### src/hdl/sspc_pkg.sv
// Shared constants and types for the synchronous serial port core
package sspc_pkg;
    localparam int DATA_W          = 16;   // Queue word width
    localparam int FIFO_DEPTH      = 8;    // Entries per queue
    localparam int SIZE_W          = 4;    // Width of the data size field (size minus one)
    localparam int CNT_W           = 5;    // Bit counter, holds up to a 25 bit frame
    localparam int CTRL_BITS       = 8;    // Control message length, control-word format
    localparam int WAIT_BITS       = 1;    // Turnaround clock, control-word format
    localparam int TX_SERVICE_LVL  = 4;    // Transmit service while count at or below
    localparam int RX_SERVICE_LVL  = 4;    // Receive service while count at or above
    localparam int RX_TIMEOUT_CYC  = 1024; // Idle cycles before receive timeout
    localparam int PRESCALE_MIN    = 2;    // Smallest legal prescale divisor
    localparam int PRESCALE_MAX    = 254;  // Largest legal prescale divisor

    // Interrupt source bit positions
    localparam int IRQ_TX  = 0;
    localparam int IRQ_RX  = 1;
    localparam int IRQ_RT  = 2;
    localparam int IRQ_ROR = 3;
    localparam int IRQ_N   = 4;

    typedef enum logic [1:0] {
        SSPC_FMT_SPI   = 2'h0,
        SSPC_FMT_PULSE = 2'h1,
        SSPC_FMT_CTRL  = 2'h2
    } sspc_fmt_e;

    typedef enum logic [4:0] {
        SSPC_IDLE = 5'h01,
        SSPC_LEAD = 5'h02,
        SSPC_BITS = 5'h04,
        SSPC_TAIL = 5'h08,
        SSPC_GAP  = 5'h10
    } sspc_state_e;
endpackage

### src/hdl/sspc_core.sv
// Synchronous serial port core: divider, frame engine, queues and status
// Operation
// - System clock first divided by an even prescale, 2 to 254.
// - Then divided by one plus clock rate field; bit clock is product.
// - Transmit queue 16 bits by 8; each write pushes unless full, engine pops.
// - Slave with empty queue sends eighth latest write, or zero.
// - Received words registered and pushed to 16x8 receive queue.
// - Four events, raw and masked status, ORed into one request.
// - Each source reaches the request only when its mask bit is 1.
// - Word size 4 to 16 bits, most significant bit first.
// - SPI and control-word frame select active low whole frame.
// - Pulse format: one period frame pulse, drive rise, sample fall.
// - Pulse format idle low, data tristated; queued data starts frame.
// - Pulse format: word goes to receive queue after last bit.
// - Control-word: 8 bit message, one wait clock, 4-16 reply bits.
// - SPI idle clock level follows the polarity bit.
// - SPI capture on first edge, phase 0; second edge, phase 1.
// - SPI mode 0 idle: clock low, select high, data low; pad by role.
// - Master: select low, data half period later, clock after another.
// - Select returns high one period after the final capture.
// - Back-to-back phase 0 words: select pulses high between words.
// - Works as master making clock and select, or as slave.
`timescale 1ns/10ps
module sspc_core
    import sspc_pkg::*;
#(
    parameter int TIMEOUT_CYC = RX_TIMEOUT_CYC
) (
    input  wire logic                 ref_clk,
    input  wire logic                 rst,
    input  wire logic                 port_enable,
    input  wire logic                 master_mode,
    input  wire logic [1:0]           frame_format,
    input  wire logic                 clock_polarity,
    input  wire logic                 clock_phase,
    input  wire logic [SIZE_W-1:0]    data_size_m1,
    input  wire logic [7:0]           prescale_divisor,
    input  wire logic [7:0]           serial_clock_rate,
    input  wire logic [IRQ_N-1:0]     irq_mask,
    input  wire logic [IRQ_N-1:0]     irq_clear,
    input  wire logic                 tx_wr,
    input  wire logic [DATA_W-1:0]    tx_wdata,
    output logic                      tx_full,
    input  wire logic                 rx_rd,
    output logic      [DATA_W-1:0]    rx_rdata,
    output logic                      rx_empty,
    output logic      [IRQ_N-1:0]     raw_irq_status,
    output logic      [IRQ_N-1:0]     masked_irq_status,
    output logic                      irq,
    output logic                      busy,
    input  wire logic                 serial_bit_clock_i,
    output logic                      serial_bit_clock_o,
    output logic                      serial_bit_clock_oe,
    input  wire logic                 frame_select_i,
    output logic                      frame_select_o,
    output logic                      frame_select_oe,
    input  wire logic                 serial_data_in,
    output logic                      serial_data_out,
    output logic                      serial_data_out_oe
);
    localparam int CW = $clog2(FIFO_DEPTH);
    localparam logic [CNT_W-1:0] CTRL_C = CNT_W'(CTRL_BITS);
    localparam logic [CNT_W-1:0] RX_FROM_C = CNT_W'(CTRL_BITS + WAIT_BITS);
    localparam logic [CW:0] TXL_C = (CW+1)'(TX_SERVICE_LVL);
    localparam logic [CW:0] RXL_C = (CW+1)'(RX_SERVICE_LVL);
    localparam logic [15:0] TO_C = 16'(TIMEOUT_CYC);

    ////////////////////////////////////////////////////////////////////////
    // Queues
    logic [DATA_W-1:0] tx_head, tx_hist, rx_head, rx_word;
    logic [CW:0]       tx_cnt, rx_cnt;
    logic              tx_full_w, tx_empty_w, rx_full_w, rx_empty_w;
    logic              tx_pop, rx_push, rx_pop;

    sspc_fifo #(.W(DATA_W), .DEPTH(FIFO_DEPTH)) u_txq (
        .clk(ref_clk), .rst(rst), .push(tx_wr), .push_data(tx_wdata), .pop(tx_pop),
        .head(tx_head), .count(tx_cnt), .full(tx_full_w), .empty(tx_empty_w), .hist(tx_hist)
    );
    sspc_fifo #(.W(DATA_W), .DEPTH(FIFO_DEPTH)) u_rxq (
        .clk(ref_clk), .rst(rst), .push(rx_push), .push_data(rx_word), .pop(rx_pop),
        .head(rx_head), .count(rx_cnt), .full(rx_full_w), .empty(rx_empty_w), .hist()
    );

    ////////////////////////////////////////////////////////////////////////
    // Pin synchronisers; first stage feeds only the second
    logic [2:0] sy1_r, sy2_r, syp_r;
    always_ff @(posedge ref_clk or posedge rst) begin
        if (rst) begin
            sy1_r <= '0;
            sy2_r <= '0;
            syp_r <= '0;
        end else begin
            sy1_r <= {serial_data_in, frame_select_i, serial_bit_clock_i};
            sy2_r <= sy1_r;
            syp_r <= sy2_r;
        end
    end
    logic s_clk, s_clk_p, s_fss, s_din;
    assign s_clk   = sy2_r[0];
    assign s_clk_p = syp_r[0];
    assign s_fss   = sy2_r[1];
    assign s_din   = sy2_r[2];

    ////////////////////////////////////////////////////////////////////////
    // Format decode
    logic pol_eff, sample_first, is_spi, is_pulse, is_ctrl;
    logic [CNT_W-1:0] word_len, frame_len;
    always_comb begin
        is_spi       = (frame_format == SSPC_FMT_SPI);
        is_pulse     = (frame_format == SSPC_FMT_PULSE);
        is_ctrl      = (frame_format == SSPC_FMT_CTRL);
        pol_eff      = is_spi & clock_polarity;
        sample_first = is_spi ? !clock_phase : !is_pulse;
        word_len     = CNT_W'(data_size_m1) + 1'b1;
        frame_len    = is_ctrl ? word_len + RX_FROM_C : word_len;
    end

    ////////////////////////////////////////////////////////////////////////
    // Bit rate divider: half period = (prescale / 2) * (1 + rate)
    logic [6:0] pre_r, pre_nxt, pre_top;
    logic [7:0] scr_r, scr_nxt;
    logic       half_tick;
    sspc_state_e state_r, state_nxt;
    always_comb begin
        // Odd or too small values fall back to the nearest legal even divisor
        pre_top   = (prescale_divisor < 8'(PRESCALE_MIN)) ? 7'h01 : prescale_divisor[7:1];
        half_tick = (pre_r == pre_top - 7'h01) && (scr_r == serial_clock_rate);
        pre_nxt   = (pre_r == pre_top - 7'h01) ? 7'h00 : pre_r + 7'h01;
        scr_nxt   = half_tick ? 8'h00 : ((pre_r == pre_top - 7'h01) ? scr_r + 8'h01 : scr_r);
        if (state_r == SSPC_IDLE || !master_mode) begin
            pre_nxt = 7'h00;
            scr_nxt = 8'h00;
        end
    end
    always_ff @(posedge ref_clk or posedge rst) begin
        if (rst) begin
            pre_r <= '0;
            scr_r <= '0;
        end else begin
            pre_r <= pre_nxt;
            scr_r <= scr_nxt;
        end
    end

    ////////////////////////////////////////////////////////////////////////
    // Frame engine, shared by master and slave
    logic              half_r, half_nxt, edge2_r, edge2_nxt;
    logic [CNT_W-1:0]  bit_r, bit_nxt;
    logic [DATA_W-1:0] txs_r, txs_nxt, rxs_r, rxs_nxt;
    logic              act_r, act_nxt, fss_r, fss_nxt, dout_r, dout_nxt;
    logic              doe_r, doe_nxt, cke_r, cke_nxt, fse_r, fse_nxt;
    logic              ev1, ev2, load, fss_idle, frame_on, smp, last;
    logic [DATA_W-1:0] load_word;

    always_comb begin
        state_nxt = state_r;
        half_nxt  = half_r;
        edge2_nxt = edge2_r;
        bit_nxt   = bit_r;
        txs_nxt   = txs_r;
        rxs_nxt   = rxs_r;
        act_nxt   = act_r ^ pol_eff;
        tx_pop    = 1'b0;
        rx_push   = 1'b0;
        load      = 1'b0;
        fss_idle  = !is_pulse;
        fss_nxt   = fss_idle;
        // Slave edges come from the synchronised pin; 12x oversampling keeps them apart
        ev1       = master_mode ? (half_tick && !edge2_r) : (s_clk != s_clk_p && s_clk != pol_eff);
        ev2       = master_mode ? (half_tick && edge2_r) : (s_clk != s_clk_p && s_clk == pol_eff);
        frame_on  = is_pulse ? 1'b1 : (s_fss == 1'b0);
        smp       = (sample_first ? ev1 : ev2) && (!is_ctrl || bit_r >= RX_FROM_C);
        last      = (bit_r == frame_len - 1'b1);
        // Empty queue as slave replays the history tap
        load_word = tx_empty_w ? tx_hist : tx_head;
        if (is_ctrl) begin
            load_word = DATA_W'(load_word[CTRL_BITS-1:0]) << (DATA_W - CTRL_BITS);
        end else begin
            load_word = load_word << (DATA_W - 1 - int'(data_size_m1));
        end
        case (state_r)
            SSPC_IDLE: begin
                act_nxt = 1'b0;
                if (port_enable && master_mode && !tx_empty_w) begin
                    state_nxt = SSPC_LEAD;
                    half_nxt  = 1'b0;
                end else if (port_enable && !master_mode && frame_on) begin
                    // Pulse format slave starts on the frame pulse seen at a rising edge
                    if (!is_pulse || (ev1 && s_fss)) begin
                        load      = 1'b1;
                        state_nxt = SSPC_BITS;
                    end
                end
            end
            SSPC_LEAD: begin
                fss_nxt = !fss_idle;
                if (half_tick) begin
                    half_nxt = !half_r;
                    load = !half_r;
                    if (half_r || !is_pulse) begin
                        state_nxt = SSPC_BITS;
                        fss_nxt   = 1'b0;
                    end
                end
            end
            SSPC_BITS: begin
                fss_nxt = 1'b0;
                if (ev1) begin
                    act_nxt = 1'b1;
                    if (!sample_first && bit_r != '0) begin
                        txs_nxt = {txs_r[DATA_W-2:0], 1'b0};
                    end
                end
                if (ev2) begin
                    act_nxt = 1'b0;
                    if (sample_first) begin
                        txs_nxt = {txs_r[DATA_W-2:0], 1'b0};
                    end
                    bit_nxt = bit_r + 1'b1;
                end
                if (ev1 || ev2) begin
                    edge2_nxt = !edge2_r;
                end
                if (smp) begin
                    rxs_nxt = {rxs_r[DATA_W-2:0], s_din};
                end
                if (ev2 && last) begin
                    rx_push   = 1'b1;
                    state_nxt = master_mode ? SSPC_TAIL : ((is_spi && clock_phase) ? SSPC_IDLE : SSPC_GAP);
                    half_nxt  = sample_first;
                end
                if (!master_mode && !frame_on) begin
                    state_nxt = SSPC_IDLE; // Slave frame aborted by select
                end
            end
            SSPC_TAIL: begin
                fss_nxt = 1'b0;
                if (half_tick) begin
                    half_nxt = !half_r;
                    if (half_r) begin
                        // Select stays low for continuous SPI phase 1 and control-word words; pulse format pulses it again
                        if (!tx_empty_w && port_enable && !(is_spi && !clock_phase)) begin
                            state_nxt = SSPC_LEAD;
                        end else begin
                            state_nxt = (is_spi && !clock_phase && !tx_empty_w) ? SSPC_GAP : SSPC_IDLE;
                            fss_nxt   = fss_idle;
                        end
                    end
                end
            end
            SSPC_GAP: begin
                // Master holds select high one period; slave waits for it
                if (master_mode ? (half_tick && half_r) : s_fss) begin
                    state_nxt = SSPC_IDLE;
                end
                if (half_tick) begin
                    half_nxt = !half_r;
                end
            end
            default: state_nxt = SSPC_IDLE;
        endcase
        if (load) begin
            txs_nxt   = load_word;
            rxs_nxt   = '0;
            bit_nxt   = '0;
            edge2_nxt = 1'b0;
            tx_pop    = !tx_empty_w;
        end
        if (!port_enable && state_r != SSPC_BITS) begin
            state_nxt = SSPC_IDLE;
        end
        rx_word = rxs_nxt;
        // Pin levels; clock toggles only inside a frame
        cke_nxt  = master_mode;
        fse_nxt  = master_mode;
        dout_nxt = (state_r == SSPC_BITS || state_nxt == SSPC_BITS) ? txs_nxt[DATA_W-1] : 1'b0;
        doe_nxt  = master_mode ? !(is_pulse && state_nxt == SSPC_IDLE) : (state_nxt == SSPC_BITS);
    end

    always_ff @(posedge ref_clk or posedge rst) begin
        if (rst) begin
            state_r <= SSPC_IDLE;
            half_r  <= 1'b0;
            edge2_r <= 1'b0;
            bit_r   <= '0;
            txs_r   <= '0;
            rxs_r   <= '0;
            act_r   <= 1'b0;
            fss_r   <= 1'b1;
            dout_r  <= 1'b0;
            doe_r   <= 1'b0;
            cke_r   <= 1'b0;
            fse_r   <= 1'b0;
        end else begin
            state_r <= state_nxt;
            half_r  <= half_nxt;
            edge2_r <= edge2_nxt;
            bit_r   <= bit_nxt;
            txs_r   <= txs_nxt;
            rxs_r   <= rxs_nxt;
            act_r   <= act_nxt ^ pol_eff;
            fss_r   <= fss_nxt;
            dout_r  <= dout_nxt;
            doe_r   <= doe_nxt;
            cke_r   <= cke_nxt;
            fse_r   <= fse_nxt;
        end
    end

    ////////////////////////////////////////////////////////////////////////
    // Status, timeout and host side outputs
    logic [IRQ_N-1:0]  sticky_r, sticky_nxt, raw_nxt, raw_r, msk_r;
    logic [15:0]       to_r, to_nxt;
    logic [DATA_W-1:0] rdat_r, rdat_nxt;
    logic              irq_r, txf_r, rxe_r, busy_r, ovr_ev, to_ev;
    always_comb begin
        rx_pop   = rx_rd && !rx_empty_w;
        rdat_nxt = rx_pop ? rx_head : rdat_r;
        ovr_ev   = rx_push && rx_full_w;
        // Timer runs only while data waits and the line is quiet
        if (rx_empty_w || state_r != SSPC_IDLE || s_clk != s_clk_p) begin
            to_nxt = 16'h0000;
        end else begin
            to_nxt = (to_r == TO_C) ? to_r : to_r + 16'h0001;
        end
        to_ev      = (to_r != TO_C) && (to_nxt == TO_C);
        // A new event wins over a clear in the same cycle
        sticky_nxt = sticky_r & ~irq_clear;
        sticky_nxt[IRQ_RT]  = sticky_nxt[IRQ_RT] | to_ev;
        sticky_nxt[IRQ_ROR] = sticky_nxt[IRQ_ROR] | ovr_ev;
        raw_nxt          = sticky_nxt;
        raw_nxt[IRQ_TX]  = (tx_cnt <= TXL_C);
        raw_nxt[IRQ_RX]  = (rx_cnt >= RXL_C);
    end
    always_ff @(posedge ref_clk or posedge rst) begin
        if (rst) begin
            sticky_r <= '0;
            raw_r    <= '0;
            msk_r    <= '0;
            irq_r    <= 1'b0;
            to_r     <= '0;
            rdat_r   <= '0;
            txf_r    <= 1'b0;
            rxe_r    <= 1'b1;
            busy_r   <= 1'b0;
        end else begin
            sticky_r <= sticky_nxt;
            raw_r    <= raw_nxt;
            msk_r    <= raw_nxt & irq_mask;
            irq_r    <= |(raw_nxt & irq_mask);
            to_r     <= to_nxt;
            rdat_r   <= rdat_nxt;
            txf_r    <= tx_full_w;
            rxe_r    <= rx_empty_w;
            busy_r   <= (state_nxt != SSPC_IDLE);
        end
    end

    assign tx_full             = txf_r;
    assign rx_rdata            = rdat_r;
    assign rx_empty            = rxe_r;
    assign raw_irq_status      = raw_r;
    assign masked_irq_status   = msk_r;
    assign irq                 = irq_r;
    assign busy                = busy_r;
    assign serial_bit_clock_o  = act_r;
    assign serial_bit_clock_oe = cke_r;
    assign frame_select_o      = fss_r;
    assign frame_select_oe     = fse_r;
    assign serial_data_out     = dout_r;
    assign serial_data_out_oe  = doe_r;
endmodule // sspc_core

### src/hdl/sspc_fifo.sv
// Word queue with occupancy count and write history tap
`timescale 1ns/10ps
module sspc_fifo #(
    parameter int W     = 16,
    parameter int DEPTH = 8
) (
    input  wire logic                       clk,
    input  wire logic                       rst,
    input  wire logic                       push,
    input  wire logic [W-1:0]               push_data,
    input  wire logic                       pop,
    output logic      [W-1:0]               head,
    output logic      [$clog2(DEPTH):0]     count,
    output logic                            full,
    output logic                            empty,
    output logic      [W-1:0]               hist
);
    localparam int AW = $clog2(DEPTH);
    localparam logic [AW:0] DEPTH_C = (AW+1)'(DEPTH);

    logic [W-1:0]  mem_r [DEPTH];
    logic [AW-1:0] wp_r, wp_nxt, rp_r, rp_nxt;
    logic [AW:0]   cnt_r, cnt_nxt, hcnt_r, hcnt_nxt;
    logic          do_push, do_pop;

    ////////////////////////////////////////////////////////////////////////
    // Pointer arithmetic; full queue drops a push, empty drops a pop
    always_comb begin
        do_push  = push && (cnt_r != DEPTH_C);
        do_pop   = pop && (cnt_r != '0);
        wp_nxt   = do_push ? wp_r + 1'b1 : wp_r;
        rp_nxt   = do_pop ? rp_r + 1'b1 : rp_r;
        cnt_nxt  = cnt_r + (AW+1)'(do_push) - (AW+1)'(do_pop);
        hcnt_nxt = (do_push && hcnt_r != DEPTH_C) ? hcnt_r + 1'b1 : hcnt_r;
    end

    always_ff @(posedge clk or posedge rst) begin
        if (rst) begin
            wp_r   <= '0;
            rp_r   <= '0;
            cnt_r  <= '0;
            hcnt_r <= '0;
        end else begin
            wp_r   <= wp_nxt;
            rp_r   <= rp_nxt;
            cnt_r  <= cnt_nxt;
            hcnt_r <= hcnt_nxt;
        end
    end

    // Storage has no reset; history tap guards unwritten slots
    always_ff @(posedge clk) begin
        if (do_push) begin
            mem_r[wp_r] <= push_data;
        end
    end

    assign head  = mem_r[rp_r];
    assign count = cnt_r;
    assign full  = (cnt_r == DEPTH_C);
    assign empty = (cnt_r == '0);
    // Next write slot holds the eighth most recent value once eight were written
    assign hist  = (hcnt_r == DEPTH_C) ? mem_r[wp_r] : '0;
endmodule // sspc_fifo

### config.mk
export PLATFORM = sky130hd
export DESIGN_NAME = sspc_core
export DESIGN_NICKNAME = d
export VERILOG_FILES = /design/src/hdl/sspc_pkg.sv /design/src/hdl/sspc_core.sv /design/src/hdl/sspc_fifo.sv
export SDC_FILE = /design/constraint.sdc
export NUM_CORES = 1
export LEC_CHECK = 0
export BUFFER_PORTS_ARGS = -buffer_cell sky130_fd_sc_hd__buf_2
export CORE_MARGIN = 1
export CORE_UTILIZATION = 25
export DETAILED_ROUTE_END_ITERATION = 10
export GPL_ROUTABILITY_DRIVEN = 0
export GPL_TIMING_DRIVEN = 0
export REMOVE_ABC_BUFFERS = 1
export SLEW_MARGIN = 20
export SYNTH_ARGS = -nofsm -noshare
export SYNTH_HDL_FRONTEND = slang
export SYNTH_SLANG_ARGS = --single-unit
export TNS_END_PERCENT = 30
### constraint.sdc
create_clock -name ref_clk -period 4 [get_ports ref_clk]
set_input_delay 0 -clock ref_clk [delete_from_list [all_inputs] [get_ports ref_clk]]
set_output_delay 0 -clock ref_clk [all_outputs]
set_load 0.03 [all_outputs]
==> reports/metrics.cfg <==
[outcome]
status=finished clean

[worst_setup_path]
worstPathRequired_ns=4.47
crit_path_frequent_cell=ha_1
r2r_setup_slack_ns=0.13
arrival_ns=4.39
slowest_stage=or4b_2
cpPeakStageDelay_ns=0.64
worstSetupStartpointType=primary input
critPathBufInv=3
regToRegStartpoint=state_r[2]
crit_chain=buf_2 -> inv_1 -> ha_1 -> or4b_2 -> nand2_1 -> ha_1 -> xor2_1 -> xnor3_1 -> nand3_1 -> nor2b_1 -> a32oi_1 -> o31ai_1 -> a2111o_1 -> dlygate4sd3_1
worstPathMaxFanout=20
r2r_end=irq
worstSetupPathType=in2reg
critical_path.top_delay_family=buffers and inverters
crit_path_end_kind=register
reg2regPathDepth=9

[floorplan]
start_util_pct=25.3
die_w_microns=279
num_rows=101
core_sq_um=75900
die_h_microns=279
fp.dieArea_sq_um=77900
ios=91

[cts]
cts_max_level=2
cts_tree=built
clkSlewWorstSetupHoldPaths_ns=0.06
insertion_delay_ns=0.59
clock-sinks=395
clockBufferDepth=3
cts_buffers=45
cts_root_buffer=clkbuf_16

[sta]
setup_violations=0
finalClockSkew_ns=0.0244
fin_tns_setup_ns=0
min_period_ns=3.92
max_freq_mhz=255
maxSlewViolCount=0
hold_ws_ns=0.0149
final_hold_viol_count=0
slew_headroom_pct=32.8
worst_slew_pin_slew_ns=1.00
layout_setup_ws_ns=0.0810
rsz0062_at_grt=true
period_share_pct=98.0

[global_routing]
grt_max_degree=76
grt_usage_pct=11.9
grt_pass1_vias=12900
overflow=0
antenna_found_initial=5
grt_pass1_wl_microns=73300

[route]
vias_per_cell=4.74
routed_wl_microns=46400
drc=0
drtAntennaViolNets=0
num_vias=12500
routedWlPerCell_microns=17.6
drtIter0Drc=958
dr.pass1.iters=5

[cells_and_area]
layout.cells.non_filler=2639
area_growth_pct=20.4
drive_above_1_share_pct=21.0
regArea_sq_um=11200
layout.nets=1661
nFillCells=7561
multi_input_area_sq_um=7730

[synth]
syn_area_sq_um=19200
ys_top_cells_by_count=edfxtp_1, dfrtp_1, nand2_1
synth_top_area_share_pct=40.0
synth-main-ff-cell=edfxtp_1
synth.most_common_cell=edfxtp_1
yosysWarnings=0
postSynthCellCount=1442
synth_top_area_cell=edfxtp_1
synth_seq_area_share_pct=58.1
yosysUniqueCellTypes=86
ys_top_cells_by_area=edfxtp_1, dfrtp_1, mux4_2
avgSynthCellArea_sq_um=13.3
ys_async_sr_fraction_pct=35.2
ys_seq_elements=395
synth_edf_count=256

[place]
io_buffers=87
place_worst_setup_slack_ns=-0.765
hpwl_microns=31500
post-place-cells=2512

[power_and_ir_drop]
ir_drop_mv=0.341
p_total_w=0.0141
p_leak_nw=8.38
powerDensity_nw_per_um2=611

[hold_path]
hold_path.class=in2async

[job]
cap_violations=0

worst min-delay path, stage by stage:
cell	delay, ns
dlygate4sd3_1	0.53
buf_2	0.15
inv_8	0.35
layer usage:
metal	global-route usage, %	vias to the layer above	wire, microns
li1	-	5767	-
met3	2.34	92	2430
met2	20.3	341	22900
met4	3.92	4	1170
met5	0	-	23
met1	15.0	6306	19800
area by class of cell:
type | count | area share (%)
multi-input cells | 923 | 33.4
well taps | 1030 | 5.57
inverters | 47 | 0.795
diodes | 3 | 0.0325
clock inverters | 22 | 1.30
flip-flops and latches | 395 | 48.4
clock buffers | 60 | 5.20
repair buffers | 159 | 5.31
flip-flops by register name, summed over array words and instances, names as in the netlist, 3 cells and up:
register	cells
rxs_r	16
sy2_r	3
u_rxq.wp_r	3
u_txq.wp_r	3
u_txq.rp_r	3
masked_irq_status	4
u_txq.count	4
bit_r	5
raw_irq_status	4
u_txq.hcnt_r	4
rx_rdata	16
u_txq.mem_r	128
sy1_r	3
to_r	16
state_r	5
txs_r	16
scr_r	8
u_rxq.count	4
u_rxq.rp_r	3
u_rxq.mem_r	128
pre_r	7
what timing repair did:
action / in CTS / in global routing
resized for setup: 3 / 10
buffers inserted: 0 / 2
endpoints found under the setup margin: 57 / 135
pin swaps: 0 / 2
hold buffers: 40 / 0
endpoints found under the hold margin: 289 / 0
placed cells by master (no fill, tap or decap), types with 38 or more instances in the layout:
cell and n:
nand2_1 104, mux2i_1 104, clkbuf_16 45, buf_2 90
inv_1 42, o21ai_0 51, nor2_1 72, dlygate4sd3_1 40
mux4_2 67, dfrtp_1 129, edfxtp_1 256, xnor2_1 38
nand3_1 51
logic make-up (layout without fill, tap and decap cells):
logic type,after synthesis,after routing,synth area share (%)
DFF,395,395,58.1
xor gates and xnor gates,72,72,3.58
AOI/OAI and AO/OA,223,223,8.16
and+or+nand+nor,393,393,10.2
buffers and inverters,124,288,2.57
other,0,3,0
adders and majority gates,33,33,2.23
muxes,202,202,15.1
stage by stage:
| step | util, % | instance area (sq um) |
|---|---|---|
| 6_report | 30.5 | 23100 |
| 5_1_grt | 30.4 | 23100 |
| 4_1_cts | 30.3 | 23000 |
| 3_5_place_dp | 27.8 | 21100 |
| 3_3_place_gp | 27.1 | 20600 |
| 2_1_floorplan | - | 18900 |
power breakdown:
part | internal [W] | switching [W] | total [W]
Combinational | 0.00199 | 0.00236 | 0.00435
Sequential | 0.00488 | 0.000692 | 0.00558
Clock | 0.00247 | 0.00172 | 0.00419
Total | 0.00935 | 0.00477 | 0.0141
worst max-delay path by stage:
stage,startpoint,endpoint,slack [ns],cells past startpoint
3_5_place_dp,data_size_m1[0],u_rxq.mem_r[7][6],-0.76,13
5_1_grt,state_r[2],irq,-0.18,9
3_3_place_gp,data_size_m1[0],u_rxq.mem_r[0][6],-2.19,12
4_1_cts,data_size_m1[0],u_rxq.mem_r[7][0],-0.14,13
6_report,data_size_m1[0],irq,0.08,14
2_1_floorplan,data_size_m1[0],u_rxq.mem_r[1][0],-0.16,11
No activity file was read; power rests on OpenSTA's default activity.
